File: src/hdl/adc_ctrl_pkg.sv
// Package: register map, field positions, reset values and timing counts for the converter control block
package adc_ctrl_pkg;
	localparam logic [7:0] OFF_RESULT_LOW  = 8'h78;
	localparam logic [7:0] OFF_RESULT_HIGH = 8'h79;
	localparam logic [7:0] OFF_CTRL_A      = 8'h7A;
	localparam logic [7:0] OFF_MUX_SEL     = 8'h7C;
	localparam logic [7:0] OFF_IRQ_STATUS  = 8'h70;
	localparam logic [7:0] OFF_IRQ_MASK    = 8'h71;
	localparam logic [7:0] CTRL_A_RESET    = 8'h00;
	localparam logic [7:0] MUX_SEL_RESET   = 8'h00;
	localparam logic [7:0] IRQ_MASK_RESET  = 8'h00;
	localparam int BIT_ENABLE     = 7;
	localparam int BIT_START      = 6;
	localparam int BIT_AUTO_TRIG  = 5;
	localparam int BIT_DONE_FLAG  = 4;
	localparam int BIT_DONE_IE    = 3;
	localparam int BIT_LEFT_ALIGN = 5;
	localparam int IRQ_BIT_DONE   = 0;
	localparam logic [4:0] FIRST_CONV_CYCLES  = 5'd25;
	localparam logic [4:0] NORMAL_CONV_CYCLES = 5'd13;
	localparam logic [9:0] SE_MAX_CODE        = 10'h3FF;
	localparam logic [9:0] DIFF_POS_LIMIT     = 10'h1FF;
	localparam logic [9:0] DIFF_NEG_LIMIT     = 10'h200;
	localparam logic [4:0] CH_BANDGAP         = 5'h1E;
	localparam logic [4:0] CH_GROUND          = 5'h1F;
	localparam logic [1:0] REF_EXTERNAL       = 2'h0;
	localparam logic [1:0] REF_SUPPLY         = 2'h1;
	localparam logic [1:0] REF_RESERVED       = 2'h2;
	localparam logic [1:0] REF_INTERNAL       = 2'h3;

	typedef struct packed {
		logic [7:0] addr;
		logic [7:0] wdata;
		logic       wr;
		logic       rd;
	} reg_req_t;

	typedef struct packed {
		logic [1:0] ref_sel;
		logic [4:0] channel;
	} conv_setting_t;

	typedef struct packed {
		logic       ext_ref_on;
		logic       supply_ref_on;
		logic       internal_ref_on;
		logic       use_bandgap;
		logic       use_ground;
		logic       differential;
		logic [2:0] pos_input;
		logic [2:0] neg_input;
		logic       channel_valid;
	} mux_route_t;
endpackage

File: src/hdl/adc_control.sv
// Converter control, register file, sequencing and result presentation
//
// Local design decision: the plain strobed port.
`timescale 1ns/100ps
// Contract
// RULE1: After completion with done flag high, result registers hold the conversion code.
// RULE2: Single-ended code is input times 1024 over reference, 0x000 to 0x3FF.
// RULE3: Differential code is difference times 512 over reference, clamped 0x1FF and 0x200.
// RULE4: Reference field: 00 external pin, 01 supply, 10 reserved, 11 internal 1.1V.
// RULE5: Reference and channel writes during a conversion apply after it completes.
// RULE6: Alignment bit picks left or right presentation, effective at once.
// RULE7: Channel codes 0-7 select single inputs; 11110 bandgap; 11111 ground.
// RULE8: 10000-10111 pair inputs with input 1; 11000-11101 with input 2; 01xxx unused.
// RULE9: Enable powers the converter; clearing it aborts a running conversion.
// RULE10: Single mode starts exactly one conversion per start write.
// RULE11: Free-running mode needs one start write, then converts continuously.
// RULE12: First conversion after enabling takes 25 conversion clocks, others 13.
// RULE13: Start bit reads one while converting, zero after; writing zero does nothing.
// RULE14: Done flag sets on completion; cleared by vector acknowledge or writing one.
// RULE15: Prescaler divides system clock by 2,2,4,...,128 to make the conversion clock.
// RULE16: After low byte read, results freeze until the high byte is read.
// RULE17: Right: high bits 9:8 in 1:0, low 7:0; left: high 9:2, low 1:0 in 7:6.
// RULE18: Interrupt request is high while done flag and interrupt enable are set.
// RULE19: With auto-trigger enabled, each rising trigger input edge starts a conversion.
module adc_control (
	input  wire logic                     mclk,
	input  wire logic                     rst,
	input  wire adc_ctrl_pkg::reg_req_t   bus_req,
	output logic      [7:0]               rdata,
	input  wire logic [9:0]               analog_input_n [8],
	input  wire logic [9:0]               bandgap_voltage,
	input  wire logic                     trigger_in,
	input  wire logic                     irq_ack,
	output logic                          irq,
	output logic                          done_irq_req,
	output logic                          converter_power,
	output adc_ctrl_pkg::mux_route_t      route
);
	import adc_ctrl_pkg::*;

	typedef enum logic [1:0] {
		ST_IDLE = 2'b00,
		ST_CONV = 2'b01,
		ST_DONE = 2'b10
	} conv_state_t;

	conv_state_t   state;
	logic [7:0]    ctrl_a;
	logic [7:0]    mux_sel;
	conv_setting_t active;
	logic [4:0]    cycle_count;
	logic [4:0]    cycle_target;
	logic          first_pending;
	logic          conv_done_flag;
	logic [9:0]    result;
	logic          result_locked;
	logic [7:0]    irq_status;
	logic [7:0]    irq_mask;
	logic          trig_prev;
	logic          conv_tick;
	logic [9:0]    coded;
	logic [9:0]    pos_sample;
	logic [9:0]    neg_sample;
	logic [7:0]    result_low_byte;
	logic [7:0]    result_high_byte;
	logic          wr_ctrl;
	logic          start_req;
	logic          finish;
	logic          converting;
	logic          enable_now;
	mux_route_t    next_route;

	assign wr_ctrl    = bus_req.wr && bus_req.addr == OFF_CTRL_A;
	assign converting = state == ST_CONV;
	assign enable_now = wr_ctrl ? bus_req.wdata[BIT_ENABLE] : ctrl_a[BIT_ENABLE];
	assign finish     = converting && conv_tick && cycle_count == cycle_target - 5'd1;

	always_comb begin
		start_req = 1'b0;
		if (wr_ctrl && bus_req.wdata[BIT_START])
			start_req = 1'b1; // Writing zero is ignored [RULE10] [RULE13]
		if (ctrl_a[BIT_AUTO_TRIG] && trigger_in && !trig_prev)
			start_req = 1'b1; // [RULE19]
		if (ctrl_a[BIT_AUTO_TRIG] && finish)
			start_req = 1'b1; // Free running restart [RULE11]
		if (!enable_now)
			start_req = 1'b0;
	end

	always_comb begin
		next_route = '0;
		next_route.ext_ref_on      = active.ref_sel == REF_EXTERNAL; // [RULE4]
		next_route.supply_ref_on   = active.ref_sel == REF_SUPPLY; // [RULE4]
		next_route.internal_ref_on = active.ref_sel == REF_INTERNAL; // [RULE4]
		next_route.channel_valid   = 1'b1;
		if (active.channel[4:3] == 2'b00) begin
			next_route.pos_input = active.channel[2:0]; // [RULE7]
		end else if (active.channel == CH_BANDGAP) begin
			next_route.use_bandgap = 1'b1; // [RULE7]
		end else if (active.channel == CH_GROUND) begin
			next_route.use_ground = 1'b1; // [RULE7]
		end else if (active.channel[4:3] == 2'b10) begin
			next_route.differential = 1'b1; // [RULE8]
			next_route.pos_input    = active.channel[2:0];
			next_route.neg_input    = 3'h1;
		end else if (active.channel[4:3] == 2'b11) begin
			next_route.differential = 1'b1; // [RULE8]
			next_route.pos_input    = active.channel[2:0];
			next_route.neg_input    = 3'h2;
		end else begin
			next_route.channel_valid = 1'b0; // Unused 01xxx codes [RULE8]
		end
		// Reserved reference leaves every reference off and the channel invalid
		if (active.ref_sel == REF_RESERVED)
			next_route.channel_valid = 1'b0;
	end

	always_comb begin
		if (next_route.use_bandgap)
			pos_sample = bandgap_voltage;
		else if (next_route.use_ground)
			pos_sample = 10'h000;
		else
			pos_sample = analog_input_n[next_route.pos_input];
		neg_sample = analog_input_n[next_route.neg_input];
	end

	adc_result_coder u_coder (
		.differential (next_route.differential),
		.pos_sample   (pos_sample),
		.neg_sample   (neg_sample),
		.code         (coded)
	);

	adc_clock_divider u_div (
		.mclk                 (mclk),
		.rst                  (rst),
		.run                  (converting),
		.clock_divider_select (ctrl_a[2:0]),
		.conv_tick            (conv_tick)
	);

	// Trigger history resets to the idle low level so reset gives no false edge
	always_ff @(posedge mclk) begin
		if (rst)
			trig_prev <= 1'b0;
		else
			trig_prev <= trigger_in; // [RULE19]
	end

	// Control register A, start bit tracks the busy state
	always_ff @(posedge mclk) begin
		if (rst) begin
			ctrl_a <= CTRL_A_RESET;
		end else begin
			if (wr_ctrl) begin
				ctrl_a[BIT_ENABLE]    <= bus_req.wdata[BIT_ENABLE];
				ctrl_a[BIT_AUTO_TRIG] <= bus_req.wdata[BIT_AUTO_TRIG];
				ctrl_a[BIT_DONE_IE]   <= bus_req.wdata[BIT_DONE_IE];
				ctrl_a[2:0]           <= bus_req.wdata[2:0];
			end
			ctrl_a[BIT_START]     <= start_req || (converting && !finish && enable_now); // [RULE13]
			ctrl_a[BIT_DONE_FLAG] <= 1'b0;
		end
	end

	// Mux select register; live fields shadowed into the active setting
	always_ff @(posedge mclk) begin
		if (rst) begin
			mux_sel <= MUX_SEL_RESET;
			active  <= '0;
		end else begin
			if (bus_req.wr && bus_req.addr == OFF_MUX_SEL)
				mux_sel <= bus_req.wdata;
			// Held off during a conversion; a free-running restart takes the new setting [RULE5]
			if (!converting || finish)
				active <= '{ref_sel: mux_sel[7:6], channel: mux_sel[4:0]};
		end
	end

	// Conversion sequencer
	always_ff @(posedge mclk) begin
		if (rst) begin
			state         <= ST_IDLE;
			cycle_count   <= 5'd0;
			cycle_target  <= NORMAL_CONV_CYCLES;
			first_pending <= 1'b1;
		end else begin
			if (!enable_now) begin
				state         <= ST_IDLE; // Abort [RULE9]
				first_pending <= 1'b1;
			end else if (start_req && (state != ST_CONV || finish)) begin
				state         <= ST_CONV; // [RULE10]
				cycle_count   <= 5'd0;
				cycle_target  <= first_pending ? FIRST_CONV_CYCLES : NORMAL_CONV_CYCLES; // [RULE12]
				first_pending <= 1'b0;
			end else if (finish) begin
				state <= ST_DONE;
			end else if (converting && conv_tick) begin
				cycle_count <= cycle_count + 5'd1;
			end else if (state == ST_DONE) begin
				state <= ST_IDLE;
			end
		end
	end

	// Result capture, frozen between low and high byte reads
	always_ff @(posedge mclk) begin
		if (rst) begin
			result        <= 10'h000;
			result_locked <= 1'b0;
		end else begin
			if (finish && !result_locked)
				result <= coded; // [RULE1] [RULE2] [RULE3]
			if (bus_req.rd && bus_req.addr == OFF_RESULT_LOW)
				result_locked <= 1'b1; // [RULE16]
			else if (bus_req.rd && bus_req.addr == OFF_RESULT_HIGH)
				result_locked <= 1'b0; // [RULE16]
		end
	end

	// Done flag: completion wins over a clear in the same cycle
	always_ff @(posedge mclk) begin
		if (rst)
			conv_done_flag <= 1'b0;
		else if (finish)
			conv_done_flag <= 1'b1; // [RULE14]
		else if (irq_ack || (wr_ctrl && bus_req.wdata[BIT_DONE_FLAG]))
			conv_done_flag <= 1'b0; // [RULE14]
	end

	// Sticky status and mask for the shared interrupt line
	always_ff @(posedge mclk) begin
		if (rst) begin
			irq_status <= 8'h00;
			irq_mask   <= IRQ_MASK_RESET;
		end else begin
			if (bus_req.wr && bus_req.addr == OFF_IRQ_MASK)
				irq_mask <= bus_req.wdata;
			if (finish)
				irq_status[IRQ_BIT_DONE] <= 1'b1;
			else if (bus_req.wr && bus_req.addr == OFF_IRQ_STATUS && bus_req.wdata[IRQ_BIT_DONE])
				irq_status[IRQ_BIT_DONE] <= 1'b0;
		end
	end

	always_comb begin
		if (mux_sel[BIT_LEFT_ALIGN]) begin
			result_high_byte = result[9:2]; // [RULE6] [RULE17]
			result_low_byte  = {result[1:0], 6'h00};
		end else begin
			result_high_byte = {6'h00, result[9:8]}; // [RULE17]
			result_low_byte  = result[7:0];
		end
	end

	// Registered outputs
	always_ff @(posedge mclk) begin
		if (rst) begin
			rdata           <= 8'h00;
			irq             <= 1'b0;
			done_irq_req    <= 1'b0;
			converter_power <= 1'b0;
			route           <= '0;
		end else begin
			irq             <= |(irq_status & irq_mask);
			done_irq_req    <= conv_done_flag && ctrl_a[BIT_DONE_IE]; // [RULE18]
			converter_power <= ctrl_a[BIT_ENABLE]; // [RULE9]
			route           <= next_route;
			rdata           <= 8'h00;
			if (bus_req.rd) begin
				case (bus_req.addr)
					OFF_RESULT_LOW:  rdata <= result_low_byte;
					OFF_RESULT_HIGH: rdata <= result_high_byte;
					OFF_CTRL_A:      rdata <= {ctrl_a[7:5], conv_done_flag, ctrl_a[3:0]};
					OFF_MUX_SEL:     rdata <= mux_sel;
					OFF_IRQ_STATUS:  rdata <= irq_status;
					OFF_IRQ_MASK:    rdata <= irq_mask;
					default:         rdata <= 8'h00;
				endcase
			end
		end
	end

	a_done_sets_flag: assert property (@(posedge mclk) disable iff (rst) // [RULE14]
		finish |=> conv_done_flag) else $error("done flag not set after finish");
	a_start_reads_busy: assert property (@(posedge mclk) disable iff (rst) // [RULE13]
		(state == ST_CONV && $past(state) == ST_CONV) |-> ctrl_a[BIT_START]) else $error("start bit low while busy");
	a_abort_on_off: assert property (@(posedge mclk) disable iff (rst) // [RULE9]
		!enable_now |=> state == ST_IDLE) else $error("conversion not aborted");
	a_irq_req_level: assert property (@(posedge mclk) disable iff (rst) // [RULE18]
		(conv_done_flag && ctrl_a[BIT_DONE_IE]) |=> done_irq_req) else $error("irq request missing");
	a_setting_hold: assert property (@(posedge mclk) disable iff (rst) // [RULE5]
		(converting && $past(converting) && !$past(finish)) |-> $stable(active))
		else $error("setting changed mid conversion");
	a_lock_holds: assert property (@(posedge mclk) disable iff (rst) // [RULE16]
		result_locked |=> $stable(result)) else $error("result changed while locked");
	a_first_len: assert property (@(posedge mclk) disable iff (rst) // [RULE12]
		(start_req && first_pending && enable_now && state != ST_CONV) |=> cycle_target == FIRST_CONV_CYCLES)
		else $error("first conversion length wrong");
	a_align_left: assert property (@(posedge mclk) disable iff (rst) // [RULE17]
		(bus_req.rd && bus_req.addr == OFF_RESULT_HIGH && mux_sel[BIT_LEFT_ALIGN]) |=> rdata == $past(result[9:2]))
		else $error("left alignment wrong");
	a_align_right: assert property (@(posedge mclk) disable iff (rst) // [RULE17]
		(bus_req.rd && bus_req.addr == OFF_RESULT_HIGH && !mux_sel[BIT_LEFT_ALIGN]) |=> rdata == {6'h00, $past(result[9:8])})
		else $error("right alignment wrong");
	a_done_clear_ack: assert property (@(posedge mclk) disable iff (rst) // [RULE14]
		(irq_ack && !finish) |=> !conv_done_flag)
		else $error("done flag not cleared by acknowledge");
	a_done_clear_write: assert property (@(posedge mclk) disable iff (rst) // [RULE14]
		(wr_ctrl && bus_req.wdata[BIT_DONE_FLAG] && !finish) |=> !conv_done_flag)
		else $error("done flag not cleared by write");
	a_busy_clears: assert property (@(posedge mclk) disable iff (rst) // [RULE13]
		(finish && !start_req) |=> !ctrl_a[BIT_START])
		else $error("start bit high after completion");
	a_idle_not_busy: assert property (@(posedge mclk) disable iff (rst) // [RULE13]
		(state != ST_CONV && !start_req) |=> !ctrl_a[BIT_START])
		else $error("start bit high without a start");
	a_power_on: assert property (@(posedge mclk) disable iff (rst) // [RULE9]
		ctrl_a[BIT_ENABLE] |=> converter_power)
		else $error("converter not powered");
	a_power_off: assert property (@(posedge mclk) disable iff (rst) // [RULE9]
		!ctrl_a[BIT_ENABLE] |=> !converter_power)
		else $error("converter powered while disabled");
	a_lock_on_low: assert property (@(posedge mclk) disable iff (rst) // [RULE16]
		(bus_req.rd && bus_req.addr == OFF_RESULT_LOW) |=> result_locked)
		else $error("low byte read did not lock");
	a_unlock_on_high: assert property (@(posedge mclk) disable iff (rst) // [RULE16]
		(bus_req.rd && bus_req.addr == OFF_RESULT_HIGH) |=> !result_locked)
		else $error("high byte read did not unlock");
	a_result_update: assert property (@(posedge mclk) disable iff (rst) // [RULE1]
		(finish && !result_locked) |=> result == $past(coded))
		else $error("result not captured on completion");
	a_normal_len: assert property (@(posedge mclk) disable iff (rst) // [RULE12]
		(start_req && !first_pending && enable_now && (state != ST_CONV || finish)) |=> cycle_target == NORMAL_CONV_CYCLES)
		else $error("normal conversion length wrong");
	a_free_restart: assert property (@(posedge mclk) disable iff (rst) // [RULE11]
		(finish && ctrl_a[BIT_AUTO_TRIG] && enable_now) |=> state == ST_CONV)
		else $error("free running did not restart");
	a_single_stop: assert property (@(posedge mclk) disable iff (rst) // [RULE10]
		(finish && !start_req && enable_now) |=> state == ST_DONE)
		else $error("single conversion did not stop");
	a_trigger_start: assert property (@(posedge mclk) disable iff (rst) // [RULE19]
		(enable_now && ctrl_a[BIT_AUTO_TRIG] && trigger_in && !trig_prev && state != ST_CONV) |=> state == ST_CONV)
		else $error("trigger edge did not start");
	a_reserved_ref: assert property (@(posedge mclk) disable iff (rst) // [RULE4]
		(active.ref_sel == REF_RESERVED) |=> (!route.channel_valid && !route.ext_ref_on && !route.supply_ref_on && !route.internal_ref_on))
		else $error("reserved reference routed");
	a_tick_idle: assert property (@(posedge mclk) disable iff (rst) // [RULE15]
		!converting |=> !conv_tick)
		else $error("conversion clock ticks while idle");
endmodule

File: src/hdl/adc_clock_divider.sv
// Conversion clock tick generator driven by the prescaler select field
`timescale 1ns/100ps
module adc_clock_divider (
	input  wire logic       mclk,
	input  wire logic       rst,
	input  wire logic       run,
	input  wire logic [2:0] clock_divider_select,
	output logic            conv_tick
);
	logic [6:0] div_count;
	logic [6:0] terminal;

	always_comb begin
		// Codes 0 and 1 both divide by two [RULE15]
		if (clock_divider_select == 3'h0)
			terminal = 7'h01;
		else
			terminal = 7'((8'h01 << clock_divider_select) - 8'h01);
	end

	// Counter held at zero while idle so each conversion starts phase aligned
	always_ff @(posedge mclk) begin
		if (rst || !run) begin
			div_count <= 7'h00;
			conv_tick <= 1'b0;
		end else if (div_count >= terminal) begin
			div_count <= 7'h00;
			conv_tick <= 1'b1; // [RULE15]
		end else begin
			div_count <= div_count + 7'h01;
			conv_tick <= 1'b0;
		end
	end
endmodule

File: src/hdl/adc_result_coder.sv
// Converts a sample of the routed inputs into a 10-bit single-ended or differential code
`timescale 1ns/100ps
module adc_result_coder (
	input  wire logic                    differential,
	input  wire logic [9:0]              pos_sample,
	input  wire logic [9:0]              neg_sample,
	output logic      [9:0]              code
);
	import adc_ctrl_pkg::*;
	logic signed [10:0] diff;
	logic signed [10:0] halved;

	always_comb begin
		// Samples are fractions of the reference in 1/1024 steps
		diff   = $signed({1'b0, pos_sample}) - $signed({1'b0, neg_sample});
		halved = diff >>> 1; // 512 steps per reference [RULE3]
		if (!differential)
			code = pos_sample; // [RULE2]
		else if (halved > $signed({1'b0, DIFF_POS_LIMIT}))
			code = DIFF_POS_LIMIT; // [RULE3]
		else if (halved < -$signed(11'sd512))
			code = DIFF_NEG_LIMIT; // [RULE3]
		else
			code = halved[9:0];
	end
endmodule

File: config.mk
export PLATFORM = sky130hd
export DESIGN_NAME = adc_control
export DESIGN_NICKNAME = d
export VERILOG_FILES = /design/src/hdl/adc_ctrl_pkg.sv /design/src/hdl/adc_control.sv /design/src/hdl/adc_clock_divider.sv /design/src/hdl/adc_result_coder.sv
export SDC_FILE = /design/constraint.sdc
export NUM_CORES = 1
export LEC_CHECK = 0
export BUFFER_PORTS_ARGS = -buffer_cell sky130_fd_sc_hd__buf_2
export CELL_PAD_IN_SITES_DETAIL_PLACEMENT = 0
export CELL_PAD_IN_SITES_GLOBAL_PLACEMENT = 1
export CORE_MARGIN = 8
export CORE_UTILIZATION = 39
export DETAILED_ROUTE_END_ITERATION = 16
export HOLD_SLACK_MARGIN = 0.15
export MAX_ROUTING_LAYER = met4
export PLACE_DENSITY = 0.91
export SLEW_MARGIN = 10
export SYNTH_ARGS = -nofsm -noshare
export SYNTH_HDL_FRONTEND = slang
export SYNTH_SLANG_ARGS = --single-unit
File: constraint.sdc
create_clock -name mclk -period 3.83 [get_ports mclk]
set_input_delay 0.383 -clock mclk [delete_from_list [all_inputs] [get_ports mclk]]
set_output_delay 0.383 -clock mclk [all_outputs]
set_load 0.03 [all_outputs]
==> qor.yml <==
yosys:
  synth_flop_cell: "dfxtp_1"
  synth_edf_count: 0
  netlist_top_cells_area: "dfxtp_1, mux4_2, a21oi_1"
  syn_area_per_cell_um2: 8.51
  yosys_warnings: 0
  synth-simple-area-share_pct: 20.6
  yosys.area_share.xor_xnor_pct: 2.43
  ys_seq_elements: 85
  synthTopCellsByCount: "dfxtp_1, nand2_1, a21oi_1"
  synth.top_cell.area_share_pct: 33.7
  synth_mux_area_share_pct: 14.7
  yosys.cell_count.top_type: "dfxtp_1"
  seq_area_frac_synth_pct: 33.7
  synthesis.nets: 725
  synth_top_family_by_area: "simple AND/OR/NAND/NOR gates"
  synth_compound_area_share_pct: 18.6
  async_flop_share_pct: 0
  synth_cell_type_count: 70
  synth_largest_area_cell: "dfxtp_1"
  synth_cells: 594
  synth.cell_area_um2: 5050
  synth_fa_ha_area_share_pct: 4.85
pwr:
  sequentialPowerShare_pct: 42.9
  switching_share_pct: 23.5
  p_clk_share_pct: 46.9
  fin_total_pwr_uw: 2060
  vdd_ir_drop_max_v: 0.000213
  cellLeakagePower_uw: 0.00254
  p_comb_share_pct: 10.1
  switching_power_uw: 486
  p_int_uw: 1580
  p_per_area_nw_per_um2: 332
hold_path:
  min_from: "trigger_in"
  min_path_type: "in2reg"
outcome:
  status: "complete, no violations"
grt:
  grt_max_degree: 39
  grt_pass1_vias: 5100
  antenna_found_initial: 0
  grt_pass1_wl_um: 25400
  overflow: 0
  track_usage_pct: 19.4
final_layout:
  diodes: 0
  fillers: 1239
  drive_above_1_share_pct: 27.6
  fin_nets: 847
  area_growth_syn_to_layout_pct: 22.9
clocking:
  cts_setup_buffers: 0
  clk_pin_slew_worst_paths_ns: 0.06
  h-tree-depth: 3
  root_buffer: "clkbuf_16"
  ctsHoldBuffers: 0
  clkLatencyLatePin_ns: 0.35
  ctsResizeCount: 0
  cts_sinks: 85
  cts_buffers: 9
  cts_max_path_buffers: 2
  cts_tree: "built"
sta:
  fmax_mhz: 284
  timing.setup.tns_ns: 0
  post-route-period-util_pct: 92.0
  rsz0062_at_grt: "no"
  skew_ns: 0.0101
  tightest_slew_ns: 0.920
  hold_slack_ns: 0.293
  setup_viol: 0
  finalMaxSlewViolations: 0
  hold_violations: 0
  slew_headroom_pct: 38.2
  period_minus_slack_ns: 3.53
floorplanning:
  rows: 41
  die_area_um2: 16900
  die_h_um: 130
  ioPinCount: 136
  start_util_pct: 40.1
  core_um2: 12600
  die_w_um: 130
placed_design:
  place_congestion: 0.944
  place_hpwl_um: 12200
  io_buffer_count: 134
critical_path:
  end_kind: "flop"
  crit_path_start: "active[2]"
  critPathLaunchType: "flop"
  cp_max_fo: 18
  worst-endpoint-required_ns: 4.08
  crit_arrival_ns: 3.77
  crit-reg2reg-launch: "active[2]"
  critical_path_class: "reg2reg"
routing:
  drc: 0
  ant_nets: 0
  via_per_inst: 5.45
  drtIter0Drc: 374
  first_pass_iters: 5
  vias: 4866
  routed_wl_um: 15400
  wire_per_inst_um: 17.3
job:
  drv_cap: 0
[flip-flops by register name, summed over array words and instances, names as in the netlist]
| register | cells |
|---|---|
| route | 12 |
| result | 10 |
| irq_mask | 8 |
| mux_sel | 8 |
| rdata | 8 |
| active | 7 |
| ctrl_a | 7 |
| u_div.div_count | 7 |
| cycle_count | 5 |
| cycle_target | 2 |
| state | 2 |
| conv_done_flag | 1 |
| converter_power | 1 |
| done_irq_req | 1 |
| first_pending | 1 |
| irq | 1 |
| irq_status | 1 |
| result_locked | 1 |
| trig_prev | 1 |
| u_div.conv_tick | 1 |
[placed cells by master (no fill, tap or decap), drive strengths merged, types with 8 or more instances in the layout]
cell type,n
a21oi,70
a22oi,15
a31oi,9
buf,149
clkbuf,10
dfxtp,85
ha,18
inv,20
mux2i,31
mux4,17
nand2,74
nand3,25
nor2,62
nor2b,9
nor3,17
o21ai,14
xor2,8
[worst max-delay path: stages, from the launching register on]
cell	delay, ns
dfxtp_1	0.31
nand2b_1	0.22
a21boi_2	0.22
buf_12	0.20
mux4_2	0.25
mux2i_1	0.06
a21oi_1	0.29
inv_1	0.11
fa_1	0.48
nor2b_1	0.13
o21ai_0	0.10
a21oi_1	0.22
o21ai_0	0.13
a21oi_1	0.23
xnor2_1	0.14
nand2_1	0.06
a311oi_1	0.26
[layer usage]
layer  GRT usage (%)  routed length (um)  vias up
met5               -                   0        -
met4            6.42                 267        0
met3            5.34                1200       14
met2            29.9                6840      210
met1            24.1                7110     2267
li1                -                   -     2375
[stage by stage]
stage / instances / cell area [um2] / util [%] / setup WS, ns
floorplan: 594 / 5050 / - / 0.382
global placement: 877 / 5880 / 46.6 / 0.411
detailed placement: 877 / 5880 / 46.6 / 0.302
CTS: 893 / 6210 / 49.2 / 0.262
global route: 893 / 6210 / 49.2 / 0.00461
finish: 893 / 6210 / 49.2 / 0.305
[logic make-up after synthesis]
kind of cell	after synthesis
flops	85
xor+xnor	14
fa+ha+maj	19
compound gates	146
other cells	1
simple gates	221
mux	52
buf+inv	56
[power groups by stage]
stage / registers (uW) / clock network, uW / logic [uW]
6_report: 886 / 969 / 209
5_1_grt: 886 / 1030 / 232
4_1_cts: 886 / 991 / 209
3_5_place_dp: 907 / 0 / 208
3_3_place_gp: 906 / 0 / 206
2_1_floorplan: 909 / 0 / 112
[worst paths after layout]
path                       to  slack, ns  cells after the start
setup / recovery    result[7]       0.30                     16
setup reg to reg    result[7]       0.30                     16
hold / removal      trig_prev       0.29                      3
hold reg to reg   irq_mask[4]       0.45                      2
[area by class of cell]
type | instances | area (um2) | area share [%]
multi-input cells | 453 | 3100 | 49.9
flip-flops and latches | 85 | 1700 | 27.4
repair buffers | 149 | 796 | 12.8
clock buffers | 10 | 239 | 3.85
well taps | 172 | 215 | 3.46
clock inverters | 6 | 93.8 | 1.51
inverters | 18 | 67.6 | 1.09
(Power assumes the default switching activity.)
